[src/common/hub_desc_consts.vh]
// Constants for the hub descriptor generator: byte values, offsets, lengths,
// bus register offsets and reset values.
// Included by every design file; definitions only.
`ifndef HUB_DESC_CONSTS_VH
`define HUB_DESC_CONSTS_VH

// Descriptor select codes (internal)
`define SEL_EP          2'h0
`define SEL_IF_MTT      2'h1
`define SEL_HUB         2'h2

// Endpoint descriptor
`define EP_LEN          8'h07
`define EP_TYPE         8'h05
`define EP_ADDR         8'h81
`define EP_ATTR         8'h03
`define EP_MPS_LO       8'h01
`define EP_MPS_HI       8'h00
`define EP_INTERVAL     8'h0C

// Multi-TT interface descriptor
`define IF_LEN          8'h09
`define IF_TYPE         8'h04
`define IF_NUM          8'h00
`define IF_ALT_MTT      8'h01
`define IF_NUM_EP       8'h01
`define IF_CLASS        8'h09
`define IF_SUBCLASS     8'h00
`define IF_PROTO_MTT    8'h02
`define IF_STR_IDX      8'h00

// Hub descriptor
`define HUB_LEN         8'h09
`define HUB_TYPE        8'h29
`define HUB_TYPE_OLD    8'h00
`define HUB_PORTS_TOTAL 2'h3
`define HUB_CHAR_HI     8'h00
`define HUB_TT_THINK    2'h0
`define HUB_NO_IND      1'h0
`define HUB_FILL        8'h00

// Fixed descriptor byte offsets
`define OFS_0           3'h0
`define OFS_1           3'h1
`define OFS_2           3'h2
`define OFS_3           3'h3
`define OFS_4           3'h4
`define OFS_5           3'h5
`define OFS_6           3'h6
`define OFS_7           3'h7
`define OFS_8           4'h8

// Bus register byte addresses
`define REG_CFG         4'h0
`define REG_REQ         4'h4
`define REG_DATA        4'h8
`define REG_STAT        4'hC

// Config register fields
`define CFG_PDBP_LSB    0
`define CFG_PDSP_LSB    3
`define CFG_PMODE_BIT   6
`define CFG_PPWR_BIT    7
`define CFG_COMP_BIT    8
`define CFG_SNS_LSB     9
`define CFG_PON_LSB     16

// Reset value (internal default configuration) and bus response codes
`define CFG_RST         32'h0032_0000
`define AXI_OKAY        2'h0
`define AXI_DECERR      2'h3

`endif

[src/verilog/hub_desc_rom.v]
// Descriptor byte lookup: returns one byte of the selected descriptor.
// Assumes configuration inputs are stable while a byte is looked up.
`timescale 1ns/1ps
`include "hub_desc_consts.vh"

module hub_desc_rom
(
	input  wire [1:0] descSel,     // Descriptor select
	input  wire [3:0] byteIdx,     // Byte offset in descriptor
	input  wire [1:0] portCount,   // Reported port count
	input  wire [7:0] hubCharLo,   // Hub characteristics low byte
	input  wire [7:0] powerOnTime, // Power-on to power-good, 2 ms units
	output reg  [7:0] dataByte,    // Byte at offset
	output reg  [7:0] descLen      // Descriptor length
);

	always @*
	begin
		dataByte = `HUB_FILL;
		descLen  = `HUB_LEN;
		case (descSel)
		`SEL_EP:
		begin
			descLen = `EP_LEN;
			case (byteIdx)
			{1'b0, `OFS_0}: dataByte = `EP_LEN;
			{1'b0, `OFS_1}: dataByte = `EP_TYPE;
			{1'b0, `OFS_2}: dataByte = `EP_ADDR;
			{1'b0, `OFS_3}: dataByte = `EP_ATTR;
			{1'b0, `OFS_4}: dataByte = `EP_MPS_LO;
			{1'b0, `OFS_5}: dataByte = `EP_MPS_HI;
			{1'b0, `OFS_6}: dataByte = `EP_INTERVAL;
			default: dataByte = `HUB_FILL;
			endcase
		end
		`SEL_IF_MTT:
		begin
			descLen = `IF_LEN;
			case (byteIdx)
			{1'b0, `OFS_0}: dataByte = `IF_LEN;
			{1'b0, `OFS_1}: dataByte = `IF_TYPE;
			{1'b0, `OFS_2}: dataByte = `IF_NUM;
			{1'b0, `OFS_3}: dataByte = `IF_ALT_MTT;
			{1'b0, `OFS_4}: dataByte = `IF_NUM_EP;
			{1'b0, `OFS_5}: dataByte = `IF_CLASS;
			{1'b0, `OFS_6}: dataByte = `IF_SUBCLASS;
			{1'b0, `OFS_7}: dataByte = `IF_PROTO_MTT;
			`OFS_8: dataByte = `IF_STR_IDX;
			default: dataByte = `HUB_FILL;
			endcase
		end
		`SEL_HUB:
		begin
			descLen = `HUB_LEN;
			// Full index: offset 8 must not alias to offset 0
			case (byteIdx)
			{1'b0, `OFS_0}: dataByte = `HUB_LEN;
			{1'b0, `OFS_1}: dataByte = `HUB_TYPE;
			{1'b0, `OFS_2}: dataByte = {6'h00, portCount};
			{1'b0, `OFS_3}: dataByte = hubCharLo;
			{1'b0, `OFS_4}: dataByte = `HUB_CHAR_HI;
			{1'b0, `OFS_5}: dataByte = powerOnTime;
			default: dataByte = `HUB_FILL;
			endcase
		end
		default:
		begin
			dataByte = `HUB_FILL;
			descLen  = `HUB_FILL;
		end
		endcase
	end

endmodule // hub_desc_rom

[src/verilog/hub_desc_cfg.v]
// Derived configuration: port count and hub characteristics from config fields.
// Assumes fields come from a register loaded by default or by a bus write.
`timescale 1ns/1ps
`include "hub_desc_consts.vh"

module hub_desc_cfg
(
	input  wire       powerModeSelect,  // 0 bus powered, 1 self powered
	input  wire [2:0] disabledPortsBus, // Disabled ports, bus powered
	input  wire [2:0] disabledPortsSelf,// Disabled ports, self powered
	input  wire       portPowerMode,    // Port power switching mode
	input  wire       compoundDevice,   // Compound device flag
	input  wire [1:0] overcurrentSense, // Overcurrent sense mode
	output wire [1:0] portCount,        // Reported downstream ports
	output wire [7:0] hubCharLo         // Hub characteristics bits 7:0
);

	wire [2:0] disSel;

	assign disSel    = powerModeSelect ? disabledPortsSelf : disabledPortsBus;
	assign portCount = `HUB_PORTS_TOTAL - ({1'b0, disSel[0]} + {1'b0, disSel[1]}
		+ {1'b0, disSel[2]});
	assign hubCharLo = {`HUB_NO_IND, `HUB_TT_THINK, overcurrentSense, compoundDevice,
		1'b0, portPowerMode};

endmodule // hub_desc_cfg

[src/verilog/hub_desc_gen.v]
// Hub descriptor generator top: AXI4-Lite slave holding configuration and a
// descriptor read port; software requests a descriptor and reads bytes in order.
// Assumes one clock; bus master follows AXI4-Lite handshakes.
//
// The address map and the AXI4-Lite register port were left to the implementer.
`timescale 1ns/1ps
`include "hub_desc_consts.vh"

module hub_desc_gen
(
	input  wire        mclk,          // Clock, 10 MHz
	input  wire        rst,           // Async reset, active high
	input  wire [3:0]  s_axi_awaddr,  // Write address
	input  wire        s_axi_awvalid, // Write address valid
	output reg         s_axi_awready, // Write address ready
	input  wire [31:0] s_axi_wdata,   // Write data
	input  wire [3:0]  s_axi_wstrb,   // Write strobes
	input  wire        s_axi_wvalid,  // Write data valid
	output reg         s_axi_wready,  // Write data ready
	output reg  [1:0]  s_axi_bresp,   // Write response
	output reg         s_axi_bvalid,  // Write response valid
	input  wire        s_axi_bready,  // Write response ready
	input  wire [3:0]  s_axi_araddr,  // Read address
	input  wire        s_axi_arvalid, // Read address valid
	output reg         s_axi_arready, // Read address ready
	output reg  [31:0] s_axi_rdata,   // Read data
	output reg  [1:0]  s_axi_rresp,   // Read response
	output reg         s_axi_rvalid,  // Read data valid
	input  wire        s_axi_rready   // Read data ready
);

	//--------------------------------------------------------------
	// Declarations
	//--------------------------------------------------------------
	reg  [31:0] cfg_r;
	reg  [1:0]  descSel_r;
	reg  [7:0]  reqLen_r;
	reg  [3:0]  byteIdx_r;
	reg         reqBad_r;
	reg  [3:0]  awAddr_r;
	reg  [31:0] wData_r;
	reg  [3:0]  wStrb_r;
	reg         awHave_r;
	reg         wHave_r;
	wire [1:0]  portCount;
	wire [7:0]  hubCharLo;
	wire [7:0]  romByte;
	wire [7:0]  descLen;
	wire [7:0]  effLen;
	wire        moreBytes;

	function [31:0] strbMerge;
		input [31:0] oldVal;
		input [31:0] newVal;
		input [3:0]  strb;
		integer      i;
		begin
			strbMerge = oldVal;
			for (i = 0; i < 4; i = i + 1)
				if (strb[i])
					strbMerge[i*8 +: 8] = newVal[i*8 +: 8];
		end
	endfunction

	//--------------------------------------------------------------
	// Configuration derivation and descriptor lookup
	//--------------------------------------------------------------
	hub_desc_cfg uCfg
	(
		.powerModeSelect  (cfg_r[`CFG_PMODE_BIT]),
		.disabledPortsBus (cfg_r[`CFG_PDBP_LSB +: 3]),
		.disabledPortsSelf(cfg_r[`CFG_PDSP_LSB +: 3]),
		.portPowerMode    (cfg_r[`CFG_PPWR_BIT]),
		.compoundDevice   (cfg_r[`CFG_COMP_BIT]),
		.overcurrentSense (cfg_r[`CFG_SNS_LSB +: 2]),
		.portCount        (portCount),
		.hubCharLo        (hubCharLo)
	);

	hub_desc_rom uRom
	(
		.descSel    (descSel_r),
		.byteIdx    (byteIdx_r),
		.portCount  (portCount),
		.hubCharLo  (hubCharLo),
		.powerOnTime(cfg_r[`CFG_PON_LSB +: 8]),
		.dataByte   (romByte),
		.descLen    (descLen)
	);

	// Response truncated to the smaller of requested and descriptor length
	assign effLen    = (reqLen_r < descLen) ? reqLen_r : descLen;
	assign moreBytes = !reqBad_r && ({4'h0, byteIdx_r} < effLen);

	//--------------------------------------------------------------
	// Write channel
	//--------------------------------------------------------------
	always @(posedge mclk or posedge rst)
	begin
		if (rst)
		begin
			s_axi_awready <= 1'b0;
			s_axi_wready  <= 1'b0;
			s_axi_bvalid  <= 1'b0;
			s_axi_bresp   <= `AXI_OKAY;
			awHave_r      <= 1'b0;
			wHave_r       <= 1'b0;
			awAddr_r      <= 4'h0;
			wData_r       <= 32'h0000_0000;
			wStrb_r       <= 4'h0;
			cfg_r         <= `CFG_RST;
			descSel_r     <= `SEL_EP;
			reqLen_r      <= 8'h00;
			reqBad_r      <= 1'b1;
		end
		else
		begin
			s_axi_awready <= !awHave_r && !s_axi_awready && !s_axi_bvalid;
			s_axi_wready  <= !wHave_r && !s_axi_wready && !s_axi_bvalid;
			if (s_axi_awvalid && s_axi_awready)
			begin
				awHave_r <= 1'b1;
				awAddr_r <= s_axi_awaddr;
			end
			if (s_axi_wvalid && s_axi_wready)
			begin
				wHave_r <= 1'b1;
				wData_r <= s_axi_wdata;
				wStrb_r <= s_axi_wstrb;
			end
			if (awHave_r && wHave_r && !s_axi_bvalid)
			begin
				awHave_r     <= 1'b0;
				wHave_r      <= 1'b0;
				s_axi_bvalid <= 1'b1;
				s_axi_bresp  <= `AXI_OKAY;
				case (awAddr_r)
				`REG_CFG: cfg_r <= strbMerge(cfg_r, wData_r, wStrb_r);
				`REG_REQ:
				begin
					reqLen_r <= wData_r[15:8];
					reqBad_r <= 1'b0;
					case (wData_r[7:0])
					`EP_TYPE: descSel_r <= `SEL_EP;
					`IF_TYPE: descSel_r <= `SEL_IF_MTT;
					`HUB_TYPE, `HUB_TYPE_OLD: descSel_r <= `SEL_HUB;
					default: reqBad_r <= 1'b1;
					endcase
				end
				`REG_STAT: ;
				`REG_DATA: ;
				default: s_axi_bresp <= `AXI_DECERR;
				endcase
			end
			else if (s_axi_bvalid && s_axi_bready)
				s_axi_bvalid <= 1'b0;
		end
	end

	//--------------------------------------------------------------
	// Read channel; a data read pops the next byte
	//--------------------------------------------------------------
	always @(posedge mclk or posedge rst)
	begin
		if (rst)
		begin
			s_axi_arready <= 1'b0;
			s_axi_rvalid  <= 1'b0;
			s_axi_rdata   <= 32'h0000_0000;
			s_axi_rresp   <= `AXI_OKAY;
			byteIdx_r     <= 4'h0;
		end
		else
		begin
			s_axi_arready <= !s_axi_arready && !s_axi_rvalid && s_axi_arvalid;
			if (s_axi_arvalid && s_axi_arready)
			begin
				s_axi_rvalid <= 1'b1;
				s_axi_rresp  <= `AXI_OKAY;
				case (s_axi_araddr)
				`REG_CFG: s_axi_rdata <= cfg_r;
				`REG_REQ: s_axi_rdata <= {16'h0000, reqLen_r, 6'h00, descSel_r};
				`REG_DATA:
				begin
					s_axi_rdata <= {22'h000000, moreBytes, 1'b0, moreBytes ? romByte : `HUB_FILL};
					if (moreBytes)
						byteIdx_r <= byteIdx_r + 4'h1;
				end
				`REG_STAT: s_axi_rdata <= {8'h00, effLen, 4'h0, byteIdx_r, 5'h00, reqBad_r,
					portCount};
				default:
				begin
					s_axi_rdata <= 32'h0000_0000;
					s_axi_rresp <= `AXI_DECERR;
				end
				endcase
			end
			else if (s_axi_rvalid && s_axi_rready)
				s_axi_rvalid <= 1'b0;
			// A new request wins over a byte pop
			if (awHave_r && wHave_r && !s_axi_bvalid && awAddr_r == `REG_REQ)
				byteIdx_r <= 4'h0;
		end
	end

endmodule // hub_desc_gen

[config.mk]
export PLATFORM = sky130hd
export DESIGN_NAME = hub_desc_gen
export DESIGN_NICKNAME = d
export VERILOG_FILES = /design/src/verilog/hub_desc_rom.v /design/src/verilog/hub_desc_cfg.v /design/src/verilog/hub_desc_gen.v
export VERILOG_INCLUDE_DIRS = /design/src /design/src/common
export SDC_FILE = /design/constraint.sdc
export NUM_CORES = 1
export LEC_CHECK = 0
export BUFFER_PORTS_ARGS = -buffer_cell sky130_fd_sc_hd__buf_4
export CAP_MARGIN = 20
export CORE_UTILIZATION = 40
export CTS_CLUSTER_SIZE = 16
export DETAILED_ROUTE_END_ITERATION = 10
export SKIP_CTS_REPAIR_TIMING = 1
export SYNTH_ARGS = -nofsm -noshare
export SYNTH_HDL_FRONTEND = slang
export SYNTH_SLANG_ARGS = --single-unit
[constraint.sdc]
create_clock -name mclk -period 5.7 [get_ports mclk]
set_clock_uncertainty 0.15 [all_clocks]
set_input_delay 0.57 -clock mclk [delete_from_list [all_inputs] [get_ports mclk]]
set_output_delay 0.57 -clock mclk [all_outputs]
set_load 0.03 [all_outputs]
==> results of run 1 <==
-- per-stage QoR --
stage / instances / instance area (um2) / power (mW) / setup WS, ns / utilization, %
floorplan: 477 / 5840 / 2.05 / 1.57 / -
global placement: 729 / 6670 / 2.33 / 1.90 / 47.5
detailed placement: 729 / 6670 / 2.36 / 1.79 / 47.5
CTS: 761 / 7310 / 3.55 / 1.77 / 52.1
global route: 761 / 7310 / 3.72 / 1.55 / 52.1
finish: 761 / 7310 / 3.52 / 1.76 / 52.1
-- power by group --
part	internal [mW]	total (mW)	switching [mW]	leakage (nW)
sequential	1.18	1.44	0.253	1.64
combinational	0.444	0.912	0.468	1.50
clock	0.785	1.17	0.385	0.311
total	2.41	3.52	1.11	3.44
-- layout by cell type, fill, tap and decap left out, types with 5 or more instances in the layout --
cell       count
nand3_1        8
bufinv_16      5
inv_1         15
a22o_1        13
nand2_1       44
mux2i_1       13
nand2_2        5
ha_1          15
a31oi_1        5
clkbuf_16     17
a22oi_1        9
a21oi_1       14
dfrtp_1      124
nor2_1         9
mux2_2        72
o21ai_0       27
buf_4         94
-- final timing paths --
kind	startpoint	to	slack, ns	cells past startpoint
max in group asynchronous	rst	s_axi_rdata[9]$_DFFE_PP0P_	3.96	3
worst max register to register	descSel_r[0]$_DFFE_PP0P_	byteIdx_r[3]$_DFFE_PP0P_	1.76	13
worst min register to register	s_axi_rvalid$_DFFE_PP0P_	s_axi_arready$_DFF_PP0_	0.33	1
min in group mclk	s_axi_rready	s_axi_rvalid$_DFFE_PP0P_	0.19	2
worst min-delay path	rst	wStrb_r[2]$_DFFE_PP0P_	0.17	2
worst max-delay path	descSel_r[0]$_DFFE_PP0P_	byteIdx_r[3]$_DFFE_PP0P_	1.76	13
-- metal layers --
layer / part of all wire (%) / vias up
met5: 0 / -
met4: 1.5 / 0
met3: 5.0 / 15
met2: 47 / 109
met1: 47 / 2129
li1: - / 1945
-- final cells by class --
class	instances	share of cell area (%)
Clock buffer	21	6.16
Timing Repair Buffer	94	9.65
Clock inverter	11	2.55
Tap cell	180	3.08
Multi-Input combinational cell	311	33.8
Inverter	16	0.856
Sequential cell	128	43.9
-- state kept, by name (all words and copies together), names as in the netlist --
register       flops
cfg_r             32
byteIdx_r          4
s_axi_bresp        1
wHave_r            1
s_axi_wready       1
awHave_r           1
reqBad_r           1
reqLen_r           8
s_axi_bvalid       1
descSel_r          2
s_axi_arready      1
s_axi_awready      1
awAddr_r           4
wStrb_r            4
wData_r           32
s_axi_rvalid       1
s_axi_rresp        1
s_axi_rdata       32
-- logic make-up after synthesis --
logic type | Yosys count
DFF | 128
AOI/OAI and AO/OA | 105
and+or+nand+nor | 104
muxes | 85
buffers and inverters | 38
adders and majority gates | 16
xor gates and xnor gates | 1
==> impl_results.md, run 1 <==
- Status: complete, no violations
- Asr flop ratio synth: 100%
- Drt pass-1 iters: 4
- Post-synthesis simple-gate area fraction: roughly a tenth
- Routed vias/inst: about 5.5
- Setup crit end kind: flop
- CTS tree: yes
- Top post-synthesis cells by area: dfrtp_1 53%, mux2_2 14%, ha_1 3.2%, nand2_1 2.8%, o21ai_0 2.3%
- Max stage delay cell, worst path: dfrtp_1
- HPWL after DPL: 10200 um
- Ys Warns: 0
- Area delta synth->final: 25.2%
- Post-Route WL: approximately 14000 um
- Leakage power: ~3.4 nW
- Commonest cells post-synth: 124 x dfrtp_1, 72 x mux2_2, 44 x nand2_1
- Final number of setup-violating endpoints: 0
- Largest area contributor in the netlist: dfrtp_1
- RSZ-0062 raised after global routing: no
- Slew HR: 45.2%
- Synthesis-stage register bit count: approximately 130
- # IOs: 92
- Post-synth top area share: 53.2%
- Post-synth net total: about 540
- Clock period minus worst slack: roughly 4 ns
- Largest family of logic cells by synthesized area: multiplexers
- Worst Path Max Fanout: 6
- CTS root buf: clkbuf_16
- Worst path buffer plus inverter count: 2
- GRT busiest layer: met2
- Slowest Stage Delay on Critical Path: around 0.44 ns
- Avg Cell Area, Syn: 12.2 um2
- Seq/Total Area, Yosys: a little over half
- GR Layer Usage met2: 31.6%
- Maximum vdd drop: 302 uV
- Seq. cell area: roughly 3200 um2
- Met1 usage: between 20% and 30%
- Endpoints failing hold: 0
- Worst path cell trace: inv_1 -> ha_1 -> inv_1 -> ha_1 -> a211o_1 -> nor3_2 -> mux2i_1 -> ha_1 -> a211oi_1 -> and4_1 -> a31oi_1 -> or3_1 -> a21oi_1
- CTS max path bufs: 2
- Multiplexer share of the synthesized area: 16.1%
- Wirelength per Cell: between 15 and 20 um
- Routed Antenna Nets: 0
- Peak Freq: 0.254 GHz
- Fill cell count: around 1200
- Multi-input gate area: 2470 um2
- Core area: roughly 14000 um2
- Post-Synth XOR/XNOR Area: less than 1%
- Die ar.: about 15000 um2
- Synth Instances: ~480
- Layout cells sized above 1: 37.2%
- First-pass GRT wire length: between 20000 and 25000 um
- Overflow after GRT: 0
- Clock Pin Slew Worst Setup and Hold Paths: 0.06 ns
- Starting density of the core: around two fifths
- Routability cong.: between 0.8 and 0.9
- Netlist Area Pre-Place: 5840 um2
- CP Class: flop to flop
- Number of DRC markers in iteration 0: roughly 260
- H-Tree Depth: 4
- Most frequent cell after synthesis: dfrtp_1
- CTS Buf Count: 17
- Drc violations: 0
- WP data arrival: slightly above 4 ns
- Number of flops mapped to enable cells by yosys: 0
- # rows: 43
- Vias in the first global route: 4195
- Post-Synth Adder-Cell Area: approximately 3.6%
- Initial antenna violation count: 0
- Layout Nets: 635
- Diode count: 0
- Worst path most repeated cell: ha_1
- CP top delay family: compound AO/OA/AOI/OAI gates
- Critical Path RT: 5.89 ns
- Largest net degree at the start of global routing: 69
- Final hold slack: 0.169 ns
- IO Port Bufs: between 90 and 100
- Power density cells: a little under 500 nW/um2
- Die height: around 120 um
- HP Class: input pin to asynchronous set/reset pin
- Max Cap Viol: 0
- Complex-gate fraction of the synthesized area: between 10% and 20%
- Top FF cell, synth: dfrtp_1
- DR vias: approximately 4200
- Die Span X: 123 um
- Final Max Slew Viols: 0
- Final Cycle Share: 69.1%
- Worst Setup Start Kind: flop
- GR Layer Usage met3: approximately 5.6%
- Distinct cells, synth: 60
- Insertion delay to the later sink of the worst-skew pair: 0.42 ns
- Setup_tns: 0 ns
- Worst-Margin Slew: slightly above 0.8 ns
- All-Layer GR Usage: between 20% and 30%
- CTS Sinks: ~130
No activity file was read; power rests on OpenSTA's default activity.
==> inputs of run 2 (changes only) <==
- ABC_AREA: unset -> 1
- clock period: 5.7 -> 3.6 ns (I/O delays scaled with it)
==> impl_results.md, run 2 <==
- Status: complete, but fails checks
- Failing checks: hold timing
- Number of DRC markers in iteration 0: 275 (+6.6%)
- Internal power: 3.61 mW (+50%)
- First-pass GRT wire length: 23500 um (+2.2%)
- Reg power frac: 40.4% (-0.4 points)
- Flop2flop setup slack: 0.34 ns (-1.43 ns)
- Final number of setup-violating endpoints: 0 (unchanged)
- Logic pwr share: 29.1% (+3.2 points)
- Clock Pin Slew Worst Setup and Hold Paths: 0.05 ns (about the same)
- Clock period minus worst slack: 3.26 ns (-0.672 ns)
- All-Layer GR Usage: 21.1% (+0.34 points)
- CP Class: flop to flop
- Vias in the first global route: 4600 (+9.7%)
- Seq/Total Area, Yosys: 55.0% (about the same)
- Routed Antenna Nets: 0 (unchanged)
- Seq. cell area: 3210 um2 (unchanged)
- Post-synth top area share: 53.2% (about the same)
- Avg Cell Area, Syn: 8.96 um2 (-27%)
- Number of flops mapped to enable cells by yosys: 0 (unchanged)
- Sw frac: 35.4% (+3.9 points)
- Slew HR: 53.7% (+8.5 points)
- Core area: 14000 um2 (unchanged)
- CTS tree: yes
- Top Registers: cfg_r (32), s_axi_rdata (32), wData_r (32)
- Endpoints failing hold: 19 (+19)
- Fin util: 52.5% (+0.48 points)
- # IOs: 92 (unchanged)
- Final Max Slew Viols: 0 (unchanged)
- HPWL after DPL: 10800 um (+5.7%)
- Area delta synth->final: 26.4%
- Synth Instances: 651 (+36%)
- Ys Warns: 0 (unchanged)
- Netlist Area Pre-Place: 5830 um2 (about the same)
- Worst Setup Start Kind: flop
- Worst r2r src: descSel_r[1]$_DFFE_PP0P_
- Die ar.: 15100 um2 (about the same)
- H-Tree Depth: 4 (unchanged)
- Asr flop ratio synth: 100% (unchanged)
- Post-synth net total: 718 (+32%)
- Layout Nets: 822 (+29%)
- Top FF cell, synth: dfrtp_1
- Distinct cells, synth: 45 (-25%)
- Setup crit end kind: flop
- Finished Cell Area: 7380 um2 (+0.92%)
- Peak Freq: 0.306 GHz (+21%)
- CTS Sinks: 128 (unchanged)
- IO Port Bufs: 91 (unchanged)
- CTS root buf: clkbuf_16
- Post-Route WL: 14700 um (+3.6%)
- Critical Path RT: 3.80 ns (-2.09 ns)
- Most frequent cell after synthesis: nand2_1
- Commonest cells post-synth: 176 x nand2_1, 124 x dfrtp_1, 82 x o21ai_0
- Routability cong.: 0.874 (+5.3%)
- Multi-input gate area: 2220 um2 (-10%)
- Synthesis-stage register bit count: 128 (unchanged)
- Layout cells sized above 1: 20.1% (-17 points)
- DR vias: 4760 (+13%)
- Final Cycle Share: 90.7% (+22 points)
- Setup_tns: 0 ns (unchanged)
- Worst-Margin Slew: 0.695 ns (-0.125 ns)
- Sw Pwr: 1.98 mW (+79%)
- Drc violations: 0 (unchanged)
- Max Cap Viol: 0 (unchanged)
- WP data arrival: 3.46 ns (-0.66 ns)
- HP Class: input pin to asynchronous set/reset pin
- Power density cells: 757 nW/um2 (+57%)
- Most frequent cells in the layout: 176 x nand2_1, 124 x dfrtp_1, 97 x buf_4, 82 x o21ai_0, 76 x inv_1
- Leakage power: 3.67 nW (+6.5%)
- Largest area contributor in the netlist: dfrtp_1
- RSZ-0062 raised after global routing: no
- Clock power share: 30.5% (-2.8 points)
- CTS max path bufs: 2 (unchanged)
- Final hold slack: -0.0292 ns (-0.198 ns)
- Routed vias/inst: 5.03 (-8.9%)
- CTS Buf Count: 17 (unchanged)
- Die height: 123 um (about the same)
- Largest net degree at the start of global routing: 129 (+87%)
- Most common cell after layout, fill and taps aside: nand2_1
- Fill cell count: 1344 (+8.1%)
- # rows: 43 (unchanged)
- Starting density of the core: 41.5% (about the same)
- Drt pass-1 iters: 5 (+1)
- R2R depth: 15 (+2)
- Capturing point of the worst reg2reg path: byteIdx_r[3]$_DFFE_PP0P_
- Diode count: 0 (unchanged)
- Maximum vdd drop: 362 uV (+20%)
- Placed Area: 6710 um2 (+0.58%)
- Wirelength per Cell: 15.5 um (-17%)
- Overflow after GRT: 0 (unchanged)
- Insertion delay to the later sink of the worst-skew pair: 0.41 ns (about the same)
- Initial antenna violation count: 0 (unchanged)
- Die Span X: 123 um (about the same)
- Top post-synthesis cells by area: dfrtp_1 53%, nand2_1 11%, o21ai_0 7.0%, inv_1 5.0%, ha_1 3.2%
- Worst Path Max Fanout: 6 (unchanged)
run 2: cell types whose count changed in the layout (fill, tap and decap cells not counted), moves of 8 or more:
cell           previous run  this run
dlygate4sd3_1             0         8
mux2_2                   72         1
nand2_1                  44       176
inv_1                    15        76
nor2_1                    9        23
mux2i_1                  13         0
nand3_1                   8        34
o21ai_0                  27        82
run 2: metal layers:
layer	GRT usage (%)	part of all wire, %
met3	3.67	4.0
met4	11.0	2.7
met1	29.4	49
met2	31.2	44
met5	0	0
run 2: how the worst max path moves through the flow:
stage / from / end / slack [ns]
6_report: descSel_r[1]$_DFFE_PP0P_ / byteIdx_r[3]$_DFFE_PP0P_ / 0.34
5_1_grt: descSel_r[0]$_DFFE_PP0P_ / byteIdx_r[2]$_DFFE_PP0P_ / 0.09
4_1_cts: descSel_r[1]$_DFFE_PP0P_ / byteIdx_r[3]$_DFFE_PP0P_ / 0.32
3_5_place_dp: descSel_r[1]$_DFFE_PP0P_ / byteIdx_r[0]$_DFFE_PP0P_ / 0.35
3_3_place_gp: descSel_r[0]$_DFFE_PP0P_ / byteIdx_r[3]$_DFFE_PP0P_ / 0.51
2_1_floorplan: descSel_r[0]$_DFFE_PP0P_ / byteIdx_r[0]$_DFFE_PP0P_ / 0.78
run 2: logic make-up (layout without fill, tap and decap cells):
| logic type | after synthesis | in the layout | synth area share, % |
|---|---|---|---|
| AOI/OAI and AO/OA | 141 | 141 | 14.1 |
| xor gates and xnor gates | 1 | 1 | 0.150 |
| adders and majority gates | 16 | 16 | 3.56 |
| buffers and inverters | 102 | 218 | 6.93 |
| DFF | 128 | 128 | 55.0 |
| muxes | 1 | 1 | 0.193 |
| and+or+nand+nor | 262 | 262 | 20.1 |
run 2: power groups by stage:
stage | Combinational (mW) | Sequential, mW | Clock, mW
floorplan | 1.08 | 2.27 | 0
global route | 1.85 | 2.32 | 1.81
global placement | 1.60 | 2.26 | 0
finish | 1.62 | 2.26 | 1.70
detailed placement | 1.62 | 2.28 | 0
CTS | 1.64 | 2.26 | 1.74
run 2: cell type report:
| cell class | count | share of cell area, % |
|---|---|---|
| Sequential cell | 128 | 43.5 |
| Multi-Input combinational cell | 421 | 30.1 |
| Timing Repair Buffer | 106 | 11.2 |
| Clock buffer | 20 | 6.05 |
| Inverter | 81 | 4.17 |
| Tap cell | 180 | 3.05 |
| Clock inverter | 11 | 1.88 |
run 2: stage by stage:
stage / hold slack (ns) / std cells / power (mW) / setup slack, ns
floorplan: 0.300 / 651 / 3.35 / 0.785
global placement: 0.299 / 908 / 3.86 / 0.507
detailed placement: 0.294 / 908 / 3.90 / 0.345
CTS: -0.0473 / 939 / 5.64 / 0.323
global route: 0.000289 / 947 / 5.98 / 0.0902
finish: -0.0292 / 947 / 5.59 / 0.336
run 2: worst max-delay path: stages, from the launching register on:
cell	delay (ns)
dfrtp_1	0.40
inv_1	0.13
ha_1	0.28
inv_1	0.13
ha_1	0.31
o21ai_2	0.07
nand2_2	0.08
nand2_4	0.07
nand2_4	0.06
o21ai_0	0.27
ha_1	0.31
a21oi_1	0.44
nand3_4	0.19
nor2_4	0.16
nand3_1	0.09
nand2_1	0.06
==> inputs of run 3 (changes only) <==
--- a/config.mk
+++ b/config.mk
@@ -11,5 +11,5 @@
 export CAP_MARGIN = 20
 export CORE_UTILIZATION = 40
-export CTS_CLUSTER_SIZE = 16
+export CTS_CLUSTER_SIZE = 12
 export DETAILED_ROUTE_END_ITERATION = 10
 export SKIP_CTS_REPAIR_TIMING = 1
==> constraint.sdc (replaced) <==
create_clock -name mclk -period 3.6 [get_ports mclk]
set_clock_uncertainty 0.15 [all_clocks]
set_input_delay 0.54 -clock mclk [delete_from_list [all_inputs] [get_ports mclk]]
set_output_delay 0.54 -clock mclk [all_outputs]
set_load 0.03 [all_outputs]
==> impl_results.md, run 3 (synthesis results as in run 2) <==
- Fin util: 51.9% (-0.65 points)
- H-Tree Depth: 4 (unchanged)
- GR Layer Usage met2: 31.7% (+0.56 points)
- Worst Setup Start Kind: flop
- Placed insts: 909 (+0.11%)
- Critical Path RT: 3.81 ns (about the same)
- Final Max Slew Viols: 0 (unchanged)
- Leakage power: 3.63 nW (-0.89%)
- RSZ-0062 raised after global routing: no
- Hold_sp: s_axi_bready
- Die height: 123 um (unchanged)
- Status: complete, no violations
- All-Layer GR Usage: 21.2% (+0.15 points)
- Peak Freq: 0.307 GHz (+0.12%)
- CTS Sinks: 128 (unchanged)
- Placed Area: 6720 um2 (+0.11%)
- Worst path most repeated cell: ha_1
- Clock period minus worst slack: 3.26 ns (-0.00384 ns)
- Post-Route WL: 14900 um (+1.5%)
- Diode count: 0 (unchanged)
- Most frequent cells in the layout: 176 x nand2_1, 124 x dfrtp_1, 98 x buf_4, 82 x o21ai_0, 76 x inv_1
- Top Registers: cfg_r (32), s_axi_rdata (32), wData_r (32)
- Max stage delay cell, worst path: a21oi_1
- Drc violations: 0 (unchanged)
- CP top delay family: simple AND/OR/NAND/NOR gates
- Routed Antenna Nets: 0 (unchanged)
- Clock Pin Slew Worst Setup and Hold Paths: 0.06 ns (about the same)
- Routed vias/inst: 5.07 (+0.89%)
- Routability cong.: 0.905 (+3.5%)
- Overflow after GRT: 0 (unchanged)
- Die Span X: 123 um (unchanged)
- Initial antenna violation count: 0 (unchanged)
- Worst path buffer plus inverter count: 2 (unchanged)
- CP Class: flop to flop
- Insertion delay to the later sink of the worst-skew pair: 0.42 ns (about the same)
- Max Cap Viol: 0 (unchanged)
- Die ar.: 15100 um2 (unchanged)
- Number of DRC markers in iteration 0: 312 (+13%)
- Layout Nets: 816 (-0.73%)
- CTS max path bufs: 2 (unchanged)
- Flop2flop setup slack: 0.34 ns (about the same)
- IO Port Bufs: 91 (unchanged)
- Finished Cell Area: 7290 um2 (-1.2%)
- Endpoints failing hold: 0 (-19)
- Multi-input gate area: 2220 um2 (unchanged)
- Wirelength per Cell: 15.9 um (+2.2%)
- Met1 usage: 28.9% (-0.51 points)
- Layout cells sized above 1: 20.0% (-0.10 points)
- CTS root buf: clkbuf_16
- Most common cell after layout, fill and taps aside: nand2_1
- CTS Buf Count: 17 (unchanged)
- Slew HR: 55.2% (+1.5 points)
- Core area: 14000 um2 (unchanged)
- Starting density of the core: 41.5% (unchanged)
- Final hold slack: 0.149 ns (+0.178 ns)
- Seq. cell area: 3210 um2 (unchanged)
- # rows: 43 (unchanged)
- Post-route insts no fill: 941 (-0.63%)
- Maximum vdd drop: 409 uV (+13%)
- Setup_tns: 0 ns (unchanged)
- Setup crit start: descSel_r[0]$_DFFE_PP0P_
- CTS tree: yes
- Worst-Margin Slew: 0.667 ns (-0.0279 ns)
- Power density cells: 758 nW/um2 (+0.11%)
- HPWL after DPL: 11000 um (+2.0%)
- Fill cell count: 1338 (-0.45%)
- Worst r2r src: descSel_r[0]$_DFFE_PP0P_
- Final number of setup-violating endpoints: 0 (unchanged)
- Worst Path Max Fanout: 6 (unchanged)
- Largest net degree at the start of global routing: 76 (-41%)
- Final Cycle Share: 90.5% (-0.11 points)
- # IOs: 92 (unchanged)
- Worst path cell trace: inv_1 -> ha_1 -> inv_1 -> ha_1 -> nand2_1 -> nand3_1 -> nor2_4 -> nand2_4 -> o21ai_0 -> ha_1 -> a21oi_1 -> nand3_4 -> nor2_4 -> nand3_1 -> nand2_1
- Area delta synth->final: 24.9%
- GR Layer Usage met3: 5.25% (+1.6 points)
- DR vias: 4772 (+0.25%)
- Vias in the first global route: 4614 (+0.30%)
- Slowest Stage Delay on Critical Path: 0.42 ns (-0.02 ns)
- Setup crit end kind: flop
- Drt pass-1 iters: 5 (unchanged)
- HP Class: input pin to flop
- GRT busiest layer: met2
- First-pass GRT wire length: 23600 um (+0.21%)
- WP data arrival: 3.47 ns (about the same)
## run 3: changes by cell type in the layout (fill, tap and decap cells not counted)
cell	previous run	this run
buf_4	97	98
bufinv_16	3	2
clkbuf_1	2	5
clkbuf_8	1	2
clkinvlp_4	3	1
dlygate4sd3_1	8	1
inv_6	1	0
## run 3: layout make-up
type | instances | share of cell area (%)
clock inverters | 7 | 1.17
multi-input cells | 421 | 30.5
flip-flops and latches | 128 | 44.0
repair buffers | 100 | 10.5
well taps | 180 | 3.09
clock buffers | 24 | 6.47
inverters | 81 | 4.22
## run 3: final timing paths
kind                                            end  depth (start not counted)
min in group asynchronous   awAddr_r[0]$_DFFE_PP0P_                          3
min reg2reg                 s_axi_arready$_DFF_PP0_                          1
max reg2reg                byteIdx_r[3]$_DFFE_PP0P_                         15
max                        byteIdx_r[3]$_DFFE_PP0P_                         15
min                        s_axi_bvalid$_DFFE_PP0P_                          2
max in group asynchronous   s_axi_arready$_DFF_PP0_                          4
## run 3: power by group
part	switching (mW)	leakage (nW)	total, mW	internal, mW
combinational	1.05	1.69	1.63	0.573
clock	0.600	0.278	1.64	1.04
sequential	0.313	1.67	2.25	1.94
## run 3: metrics by stage
step,setup slack (ns),power (mW)
global route,0.0905,5.89
CTS,0.313,5.57
finish,0.340,5.52
global placement,0.503,3.85
floorplan,0.785,3.35
detailed placement,0.354,3.90
## run 3: routing by layer
layer / share of wire (%) / vias up / wire, um
met3: 4.8 / 28 / 717
met2: 45 / 129 / 6690
met5: 0 / - / 0
li1: - / 2329 / -
met1: 48 / 2286 / 7150
met4: 2.6 / 0 / 382
